### config.mk
export PLATFORM = sky130hd
export DESIGN_NAME = cfm_pin_mux
export DESIGN_NICKNAME = d
export VERILOG_FILES = /design/src/cfm_pkg.sv /design/src/cfm_pin_mux.sv
export VERILOG_INCLUDE_DIRS = /design/src /design/src/src
export SDC_FILE = /design/constraint.sdc
export NUM_CORES = 1
export LEC_CHECK = 0
export ABC_AREA = 1
export BUFFER_PORTS_ARGS = -buffer_cell sky130_fd_sc_hd__buf_2
export CORE_ASPECT_RATIO = 1.25
export CORE_MARGIN = 1
export CORE_UTILIZATION = 45
export DETAILED_ROUTE_END_ITERATION = 16
export MAX_ROUTING_LAYER = met4
export PLACE_DENSITY = 0.74
export SLEW_MARGIN = 20
export SYNTH_ARGS = -nofsm -noshare
export SYNTH_HDL_FRONTEND = slang
export SYNTH_SLANG_ARGS = --single-unit
### constraint.sdc
create_clock -name clock -period 1.4 [get_ports clock]
set_input_delay 0.21 -clock clock [delete_from_list [all_inputs] [get_ports clock]]
set_output_delay 0.21 -clock clock [all_outputs]
set_load 0.01 [all_outputs]
### src/cfm_cfg.svh
// Constants for the configurable I/O pin function multiplexer.
// Assumes a 48 MHz internal function clock input alongside the block clock.
`ifndef CFM_CFG_SVH
`define CFM_CFG_SVH
`define CFM_NUM_PINS       5
`define CFM_NUM_GPIO_PINS  4
`define CFM_NUM_WR_PINS    2
`define CFM_SEL_W          4
`define CFM_SEL_LINE_EN    4'h0
`define CFM_SEL_POWER_EN   4'h1
`define CFM_SEL_TX_LED     4'h2
`define CFM_SEL_RX_LED     4'h3
`define CFM_SEL_TXRX_LED   4'h4
`define CFM_SEL_SLEEP      4'h5
`define CFM_SEL_CLOCK_OUT_48M      4'h6
`define CFM_SEL_CLOCK_OUT_24M      4'h7
`define CFM_SEL_CLOCK_OUT_12M      4'h8
`define CFM_SEL_CLOCK_OUT_6M       4'h9
`define CFM_SEL_GPIO       4'hA
`define CFM_SEL_WR_STB     4'hB
`define CFM_SEL_RD_STB     4'hC
`define CFM_DEF_PIN0       4'h2
`define CFM_DEF_PIN1       4'h3
`define CFM_DEF_PIN2       4'h0
`define CFM_DEF_PIN3       4'h1
`define CFM_DEF_PIN4       4'h5
`define CFM_LED_PULSE_NS   50000000
`define CFM_CLK_NS         8
`endif

### src/cfm_pkg.sv
// Types for the configurable I/O pin function multiplexer.
// Assumes cfm_cfg.svh supplies every constant.
`include "cfm_cfg.svh"
package cfm_pkg;
	typedef logic [`CFM_SEL_W-1:0] cfm_sel_type;
	typedef struct packed {
		logic [`CFM_NUM_PINS-1:0] pin_out;
		logic [`CFM_NUM_PINS-1:0] pin_oe;
		logic [`CFM_NUM_PINS-1:0] pin_pull_up;
		logic [`CFM_NUM_PINS-1:0] pin_pull_down;
	} cfm_pins_type;
endpackage : cfm_pkg

### src/cfm_pin_mux.sv
// Function multiplexer for five configurable I/O pins of a serial bridge.
// Assumes the selections arrive from the non-volatile configuration store,
// the 48 MHz clock arrives asynchronously on a pin, and event inputs are on clock.
`timescale 1ns/100ps
// Function
// RQ1: Pin functions come from stored configuration only.
// RQ2: Common functions available on all five pins.
// RQ3: Line driver enable while transmitter sends.
// RQ4: Power enable low when configured, high suspended.
// RQ5: Transmit activity pulses pin low.
// RQ6: Receive activity pulses pin low.
// RQ7: Combined activity pulses low on either.
// RQ8: Suspend indicator low while suspended.
// RQ9: Clock outputs at 48, 24, 12, 6 MHz.
// RQ10: General purpose I/O only on pins 0-3.
// RQ11: Each pin enables GPIO from own entry.
// RQ12: Write strobe pins 0-1, read 0-3.
// RQ13: Defaults: pin0 tx, pin1 rx, pin3 power.
// RQ14: Suspend pull high, or low by option.
// RQ15: LED pulses stretched, retriggered by activity.
module cfm_pin_mux
	import cfm_pkg::*;
#(
	parameter int LED_PULSE_CYCLES = (`CFM_LED_PULSE_NS + `CFM_CLK_NS - 1) / `CFM_CLK_NS,
	parameter int NUM_PINS         = `CFM_NUM_PINS
) (
	input  wire logic                  clock,
	input  wire logic                  reset_n,
	input  wire logic                  nvm_valid,
	input  wire logic [4*`CFM_SEL_W-1:0] nvm_pin_select,
	input  wire logic [4:0]            nvm_pin_select_4,
	input  wire logic                  nvm_suspend_pull_low,
	input  wire logic                  clock_in_48m,
	input  wire logic                  uart_tx_active,
	input  wire logic                  usb_configured,
	input  wire logic                  usb_suspend,
	input  wire logic                  usb_tx_event,
	input  wire logic                  usb_rx_event,
	input  wire logic [3:0]            gpio_out,
	input  wire logic [3:0]            gpio_oe,
	input  wire logic                  parallel_wr_n,
	input  wire logic                  parallel_rd_n,
	output logic      [4:0]            pin_out,
	output logic      [4:0]            pin_oe,
	output logic      [4:0]            pin_pull_up,
	output logic      [4:0]            pin_pull_down
);
	localparam int CW = $clog2(LED_PULSE_CYCLES + 1);

	// Refuse sizes the fixed five-pin logic cannot serve
	if (NUM_PINS != `CFM_NUM_PINS || LED_PULSE_CYCLES < 1) begin : g_bad_param
		$error("cfm_pin_mux: unsupported parameters");
	end

	typedef struct packed {
		cfm_sel_type [4:0] sel;
		logic              strap_done;
		logic [2:0]        clk_sync;
		logic [2:0]        clk_div;
		logic              clk_prev;
		logic [CW-1:0]     tx_cnt;
		logic [CW-1:0]     rx_cnt;
		logic [CW-1:0]     any_cnt;
		cfm_pins_type      pins;
	} cfm_state_type;

	cfm_state_type st_r;
	cfm_state_type st_nxt;

	function automatic logic [CW-1:0] led_count(input logic [CW-1:0] cnt, input logic hit);
		if (hit)
			led_count = CW'(LED_PULSE_CYCLES); // [RQ15]
		else if (cnt != '0)
			led_count = cnt - CW'(1);
		else
			led_count = '0;
	endfunction : led_count

	function automatic logic legal_sel(input cfm_sel_type s, input int idx);
		if (s == `CFM_SEL_GPIO || s == `CFM_SEL_RD_STB)
			legal_sel = (idx < `CFM_NUM_GPIO_PINS); // [RQ10] [RQ12]
		else if (s == `CFM_SEL_WR_STB)
			legal_sel = (idx < `CFM_NUM_WR_PINS); // [RQ12]
		else
			legal_sel = (s <= `CFM_SEL_CLOCK_OUT_6M); // [RQ2]
	endfunction : legal_sel

	always_comb begin
		logic      stable_clk;
		logic      any_hit;
		logic      drive;
		logic      level;
		logic [4:0] div_clk;
		cfm_sel_type s;
		stable_clk = 1'b0;
		any_hit    = 1'b0;
		drive      = 1'b0;
		level      = 1'b1;
		div_clk    = '0;
		s          = '0;
		st_nxt     = st_r;
		// Latch the stored selections once, then never change at runtime
		if (nvm_valid && !st_r.strap_done) begin
			st_nxt.sel[0]     = nvm_pin_select[0*`CFM_SEL_W +: `CFM_SEL_W]; // [RQ1]
			st_nxt.sel[1]     = nvm_pin_select[1*`CFM_SEL_W +: `CFM_SEL_W];
			st_nxt.sel[2]     = nvm_pin_select[2*`CFM_SEL_W +: `CFM_SEL_W];
			st_nxt.sel[3]     = nvm_pin_select[3*`CFM_SEL_W +: `CFM_SEL_W];
			st_nxt.sel[4]     = nvm_pin_select_4[`CFM_SEL_W-1:0];
			st_nxt.strap_done = 1'b1;
		end
		// Three-stage sync of 48 MHz pin; edge counted when stages 2 and 3 agree
		st_nxt.clk_sync = {st_r.clk_sync[1:0], clock_in_48m};
		stable_clk = st_r.clk_prev;
		if (st_r.clk_sync[2] == st_r.clk_sync[1])
			stable_clk = st_r.clk_sync[2];
		st_nxt.clk_prev = stable_clk;
		if (stable_clk && !st_r.clk_prev)
			st_nxt.clk_div = st_r.clk_div + 3'h1; // [RQ9]
		div_clk = {st_r.clk_div[2], st_r.clk_div[1], st_r.clk_div[0], stable_clk, 1'b0};
		any_hit = usb_tx_event || usb_rx_event;
		st_nxt.tx_cnt  = led_count(st_r.tx_cnt, usb_tx_event);
		st_nxt.rx_cnt  = led_count(st_r.rx_cnt, usb_rx_event);
		st_nxt.any_cnt = led_count(st_r.any_cnt, any_hit);
		for (int i = 0; i < `CFM_NUM_PINS; i++) begin
			s     = st_r.sel[i];
			drive = legal_sel(s, i);
			level = 1'b1;
			case (s)
				`CFM_SEL_LINE_EN:  level = uart_tx_active; // [RQ3]
				`CFM_SEL_POWER_EN: level = !(usb_configured && !usb_suspend); // [RQ4]
				`CFM_SEL_TX_LED:   level = (st_r.tx_cnt == '0); // [RQ5]
				`CFM_SEL_RX_LED:   level = (st_r.rx_cnt == '0); // [RQ6]
				`CFM_SEL_TXRX_LED: level = (st_r.any_cnt == '0); // [RQ7]
				`CFM_SEL_SLEEP:    level = !usb_suspend; // [RQ8]
				`CFM_SEL_CLOCK_OUT_48M:    level = div_clk[1]; // [RQ9]
				`CFM_SEL_CLOCK_OUT_24M:    level = div_clk[2];
				`CFM_SEL_CLOCK_OUT_12M:    level = div_clk[3];
				`CFM_SEL_CLOCK_OUT_6M:     level = div_clk[4];
				`CFM_SEL_GPIO: begin
					if (i < `CFM_NUM_GPIO_PINS) begin
						level = gpio_out[i[1:0]]; // [RQ11]
						drive = gpio_oe[i[1:0]];
					end
				end
				`CFM_SEL_WR_STB:   level = parallel_wr_n; // [RQ12]
				`CFM_SEL_RD_STB:   level = parallel_rd_n; // [RQ12]
				default:           drive = 1'b0;
			endcase
			if (usb_suspend && s != `CFM_SEL_POWER_EN && s != `CFM_SEL_SLEEP)
				drive = 1'b0;
			st_nxt.pins.pin_out[i] = level;
			st_nxt.pins.pin_oe[i]  = drive;
			// Weak pulls only apply while suspended and undriven
			st_nxt.pins.pin_pull_up[i]   = usb_suspend && !drive && !nvm_suspend_pull_low; // [RQ14]
			st_nxt.pins.pin_pull_down[i] = usb_suspend && !drive && nvm_suspend_pull_low; // [RQ14]
		end
	end

	always_ff @(posedge clock) begin
		if (!reset_n) begin
			st_r             <= '0;
			st_r.sel[0]      <= `CFM_DEF_PIN0; // [RQ13]
			st_r.sel[1]      <= `CFM_DEF_PIN1; // [RQ13]
			st_r.sel[2]      <= `CFM_DEF_PIN2;
			st_r.sel[3]      <= `CFM_DEF_PIN3; // [RQ13]
			st_r.sel[4]      <= `CFM_DEF_PIN4;
			st_r.pins.pin_out <= '1;
		end else begin
			st_r <= st_nxt;
		end
	end

	assign pin_out       = st_r.pins.pin_out;
	assign pin_oe        = st_r.pins.pin_oe;
	assign pin_pull_up   = st_r.pins.pin_pull_up;
	assign pin_pull_down = st_r.pins.pin_pull_down;
endmodule : cfm_pin_mux

After elaboration in Yosys (flattened, before gate mapping):

Index checks and enable logic that the tools add are counted.

* flip-flop bits (word level): 117
* input bits: 41
* word-level logic and storage cells: 198
* output and inout port bits: 20

* bitwise gates (word level): 4
* add/subtract/negate cells: 4
* muxes and demuxes: 32
* equal/unequal tests: 71
* reductions and logical operators: 63
* magnitude comparators: 5

Operators by type and width (number)
* two-way mux 23 bit: 6
* == test 4 bit (second input constant): 25
* == test 4 x 3 -> 1 bit (second input constant): 20
* zero test 23 bit: 3
* nonzero test 23 bit: 3
* subtractor 23 x 1 -> 23 bit (second input constant): 3
* one-hot mux 1 bit (13 select lines): 4
* OR reduction 12 bit: 4
* == test 4 x 2 -> 1 bit (second input constant): 10
* logical AND 1 bit: 28
* == test 4 x 1 -> 1 bit (second input constant): 5
* less-or-equal comparator 4 bit (second input constant): 5
* zero test 4 bit: 5
* inequality test 4 x 1 -> 1 bit (second input constant): 5
* inequality test 4 x 3 -> 1 bit (second input constant): 5
* two-way mux 1 bit: 17
* OR reduction 13 bit: 1
* one-hot mux 1 bit (12 select lines): 1
* zero test 1 bit: 10
* OR reduction 3 bit: 3
* one-hot mux 1 bit (2 select lines): 4
* logical OR 1 bit: 6
* inverter 1 bit: 4
* adder 3 x 1 -> 3 bit (second input constant): 1
* == test 1 bit: 1

Depth between registers and ports, before layout:

* depth after elaboration: 8
* mapped depth: 10
* mapped depth without buffers: 10

Least setup slack after synthesis:

Ideal clock, no wire load.

* path type: register to register
* from: register st_r[66] (netlist name)
* to: register st_r[81] (netlist name)
* path buffers: 1
* clock period less this slack: 1.469 ns
* setup time: 0.120 ns
* slack: -0.069 ns
* cell stages (with the launch flop): 11
* arrival time: 1.349 ns
* data required time: 1.280 ns
* path through: dfxtp_1 inv_1 ha_1 nand3_2 nor2_4 nand3_4 nand2_4 inv_4 nand2_4 buf_12 a21oi_2

* cells in the longest elaborated chain, start to end: 3
* elaborated cells between the ends (all ways): 4
* classes of those cells: 1 x add/sub; 1 x bitwise; 2 x reduce/logical

Ends and longest elaborated chain
* from (decl): line cfm_pin_mux.sv:67 `cfm_state_type st_r;`
* from (signal assigned): line cfm_pin_mux.sv:169 `st_r <= st_nxt;`
* branches (longest 3 deep; another with subtractor 23 x 1 -> 23 bit)

Several ways; the timed one is not identified.
A chain may end at the register's enable or synchronous reset.

Final worst setup path:

* from: register st_r[24] (netlist name)
* to: register st_r[27] (netlist name)

The elaborated chain is that of the path after synthesis.

==> impl_metrics.toml <==
[timing]
setup_ws_ns = -0.0131
hold_ws_ns = 0.00474
worstMarginPinSlew_ns = 0.445
tns_ns = -0.0509
finalCritPeriodShare_pct = 101
max_clock_freq_mhz = 708
setup_viol = 5
worst_clock_skew_ns = 0.00664
max_slew_margin_pct = 70.0
hold_violations = 0
finalMaxSlewViolations = 0
rsz0062_at_grt = "true"
period_minus_slack_ns = 1.41

[floorplan]
die_x_um = 107
coreArea_sq_um = 13300
std_cell_rows = 47
die-area_sq_um = 14300
ioPinCount = 61
die_h_um = 133
floorplan.initialDensity_pct = 46.6

[placed_design]
placed_area_sq_um = 7180
place.gp.congestion = 0.984
portBuffers = 59
place_hpwl_mm = 11.6

[grt]
antenna_found_initial = 0
grt_first_pass_wirelength_mm = 26.9
grt.total_usage_pct = 24.7
grt_pass1_vias = 5878
globalRouteOverflowTotal = 0
grt_max_degree = 27

[power]
clkPwrFrac_pct = 43.1
p_seq_share_pct = 35.3
power.density_nw_per_um2 = 1290
vdd_drop_max_mv = 0.962
switchingPower_uw = 3260
p_int_uw = 7660
power_uw = 10900
combinationalPowerShare_pct = 21.6
p_leak_uw = 0.00381
swShare_pct = 29.8

[status]
violations = "negative setup slack"
run_status = "finished with violations"

[logic_synthesis]
synth_edf_count = 0
synth_common_cells = "nand2_1 (207), nor2_1 (177), dfxtp_1 (117)"
syn_nets = 977
netlist_instances = 932
synth_flop_cell = "dfxtp_1"
synth_top_area_cell = "dfxtp_1"
synth.distinct_cells = 41
avgSynthCellArea_sq_um = 6.67
yosysWarnings = 0
ys_seq_elements = 117
yosysSeqAreaShare_pct = 37.7
synth_area_sq_um = 6220
yosysMostFrequentCell = "nand2_1"
ys_async_sr_fraction_pct = 0
ys_top_cells_by_area = "dfxtp_1 (38%), nand2_1 (12%), nor2_1 (11%)"
synth_top_area_share_pct = 37.7

[route]
drtIter0Drc = 360
firstDrtPassIters = 6
vias = 6518
drc_errors = 0
wire_per_inst_um = 13.8
ant_nets = 0
viasPerCell = 5.14
routed_wl_mm = 17.5

[cts]
numClockSinks = 117
cts-root-buf = "clkbuf_16"
cts_tree = "yes"
htreeDepth = 4
clk_latency_ns = 0.42
numCtsBuffers = 17
cts.path.max_buffers = 2
path_clk_slew_ns = 0.06

[layout]
nNetsFinal = 1128
final_core_util_pct = 63.4
area_growth_pct = 36.0
fin_area_sq_um = 8460
drive_above_1_share_pct = 31.2
diodes = 0

[setup_path]
worst_ep_arrival_time_ns = 1.73
setup.worst_path.end_class = "flip-flop"
r2r_start = "st_r[24]"
endpoint = "st_r[27]"
reg2reg_to = "st_r[27]"
worstRegToRegCells = 8
startpoint_type = "flip-flop"
crit_start = "st_r[24]"
crit_type = "reg2reg"
crit_fanout = 5
required_ns = 1.71
ff2ff_setup_slack_ns = -0.01

[job]
cap_violations = 0

[worst_hold_path]
hp-class = "in2reg"
## logic make-up after synthesis
| family | Yosys count | share of synthesized area (%) |
|---|---|---|
| AND/OR/NAND/NOR | 538 | 38.0 |
| buffers and inverters | 134 | 9.90 |
| flip-flops | 117 | 37.7 |
| AO/OA/AOI/OAI | 113 | 9.92 |
| XOR/XNOR | 26 | 3.66 |
| adder cells (fa/ha/maj) | 4 | 0.805 |
## critical path: stages (launching register included)
cell,delay (ns)
dfxtp_2,0.35
nor2_2,0.16
nand2_1,0.12
nor2_4,0.14
nand3_4,0.11
nand4_1,0.11
buf_4,0.13
clkbuf_16,0.13
nor2_2,0.03
## layout by cell type (no fill, tap or decap), types with 2 or more instances in the layout
cell           netlist  final
a21oi_1             40     39
a21oi_2              5      6
and2_1               4      4
buf_12               1      2
buf_2                6     59
buf_4               21     98
buf_6                1      5
bufinv_16            0      4
clkbuf_16            0     18
clkinvlp_4           0      6
dfxtp_1            117    103
dfxtp_2              0     14
dlygate4sd3_1        0      3
ha_4                 0      3
inv_1               93     82
inv_2                3     13
inv_6                0      4
nand2_1            207    192
nand2_2              5     14
nand2_4              2      7
nand3_1             76     66
nand3_2              3      9
nand3_4              1      5
nand4_1             22     22
nor2_1             177    137
nor2_2              15     34
nor2_4               6     27
nor3_1              11     11
o211ai_1             6      6
o21ai_0             51     43
o21ai_1              4     10
o21ai_2              0      2
o21bai_1             2      2
or2_2                5      5
xnor2_1             10     10
xor2_1              16     16
## worst min path at each step
stage                            startpoint         end  slack [ns]  cells after the start
after global routing      nvm_pin_select[2]    st_r[99]       0.008                      3
after floorplan                clock_in_48m  st_nxt[94]        0.31                      2
after CTS                 nvm_pin_select[2]    st_r[99]       0.001                      3
after global placement         clock_in_48m  st_nxt[94]        0.39                      3
after detailed placement       clock_in_48m  st_nxt[94]        0.39                      3
final                     nvm_pin_select[2]    st_r[99]       0.005                      3
## flip-flops by register name (all words and copies together) (netlist names)
name           flops
st_nxt             2
pin_pull_down      5
st_r              95
pin_out            5
pin_oe             5
pin_pull_up        5
## metrics by stage
| stage | worst slack [ns] | std cells |
|---|---|---|
| after floorplan | 0.0143 | 932 |
| after global placement | -0.0587 | 1212 |
| after detailed placement | -0.103 | 1212 |
| after CTS | -0.00352 | 1253 |
| after global routing | -0.0981 | 1267 |
| final | -0.0131 | 1267 |
## power by group through the flow
stage          Clock [uW]  Sequential (uW)  Combinational, uW
2_1_floorplan           0             3840               1280
3_3_place_gp            0             3850               1910
3_5_place_dp            0             3860               1940
4_1_cts              4740             3800               2080
5_1_grt              4900             3880               2590
6_report             4700             3850               2360
## metal layers
metal	vias to the layer above	global-route usage, %	part of all wire (%)
met5	-	-	0
met4	0	9.67	2.6
met2	190	43.0	51
li1	3281	-	-
met3	43	5.09	4.9
met1	3004	27.5	42
## final cells by class
| class | count | area [sq um] |
|---|---|---|
| fill | 1140 | 4890 |
| multi-input combinational | 681 | 3680 |
| sequential | 117 | 2360 |
| timing repair buffer | 168 | 1180 |
| clock buffer | 18 | 439 |
| inverter | 97 | 375 |
| tap | 171 | 214 |
| clock inverter | 14 | 199 |
| timing repair inverter | 1 | 7.51 |
## timing repair
item                                   4_1_cts  5_1_grt
pin swaps                                   13       42
setup buffers                                5       15
setup endpoints to repair                   58       75
gates resized for setup                     44      102
cloned                                       1        1
hold buffers                                 3        0
endpoints found under the hold margin        3        0
(Power assumes the default switching activity.)
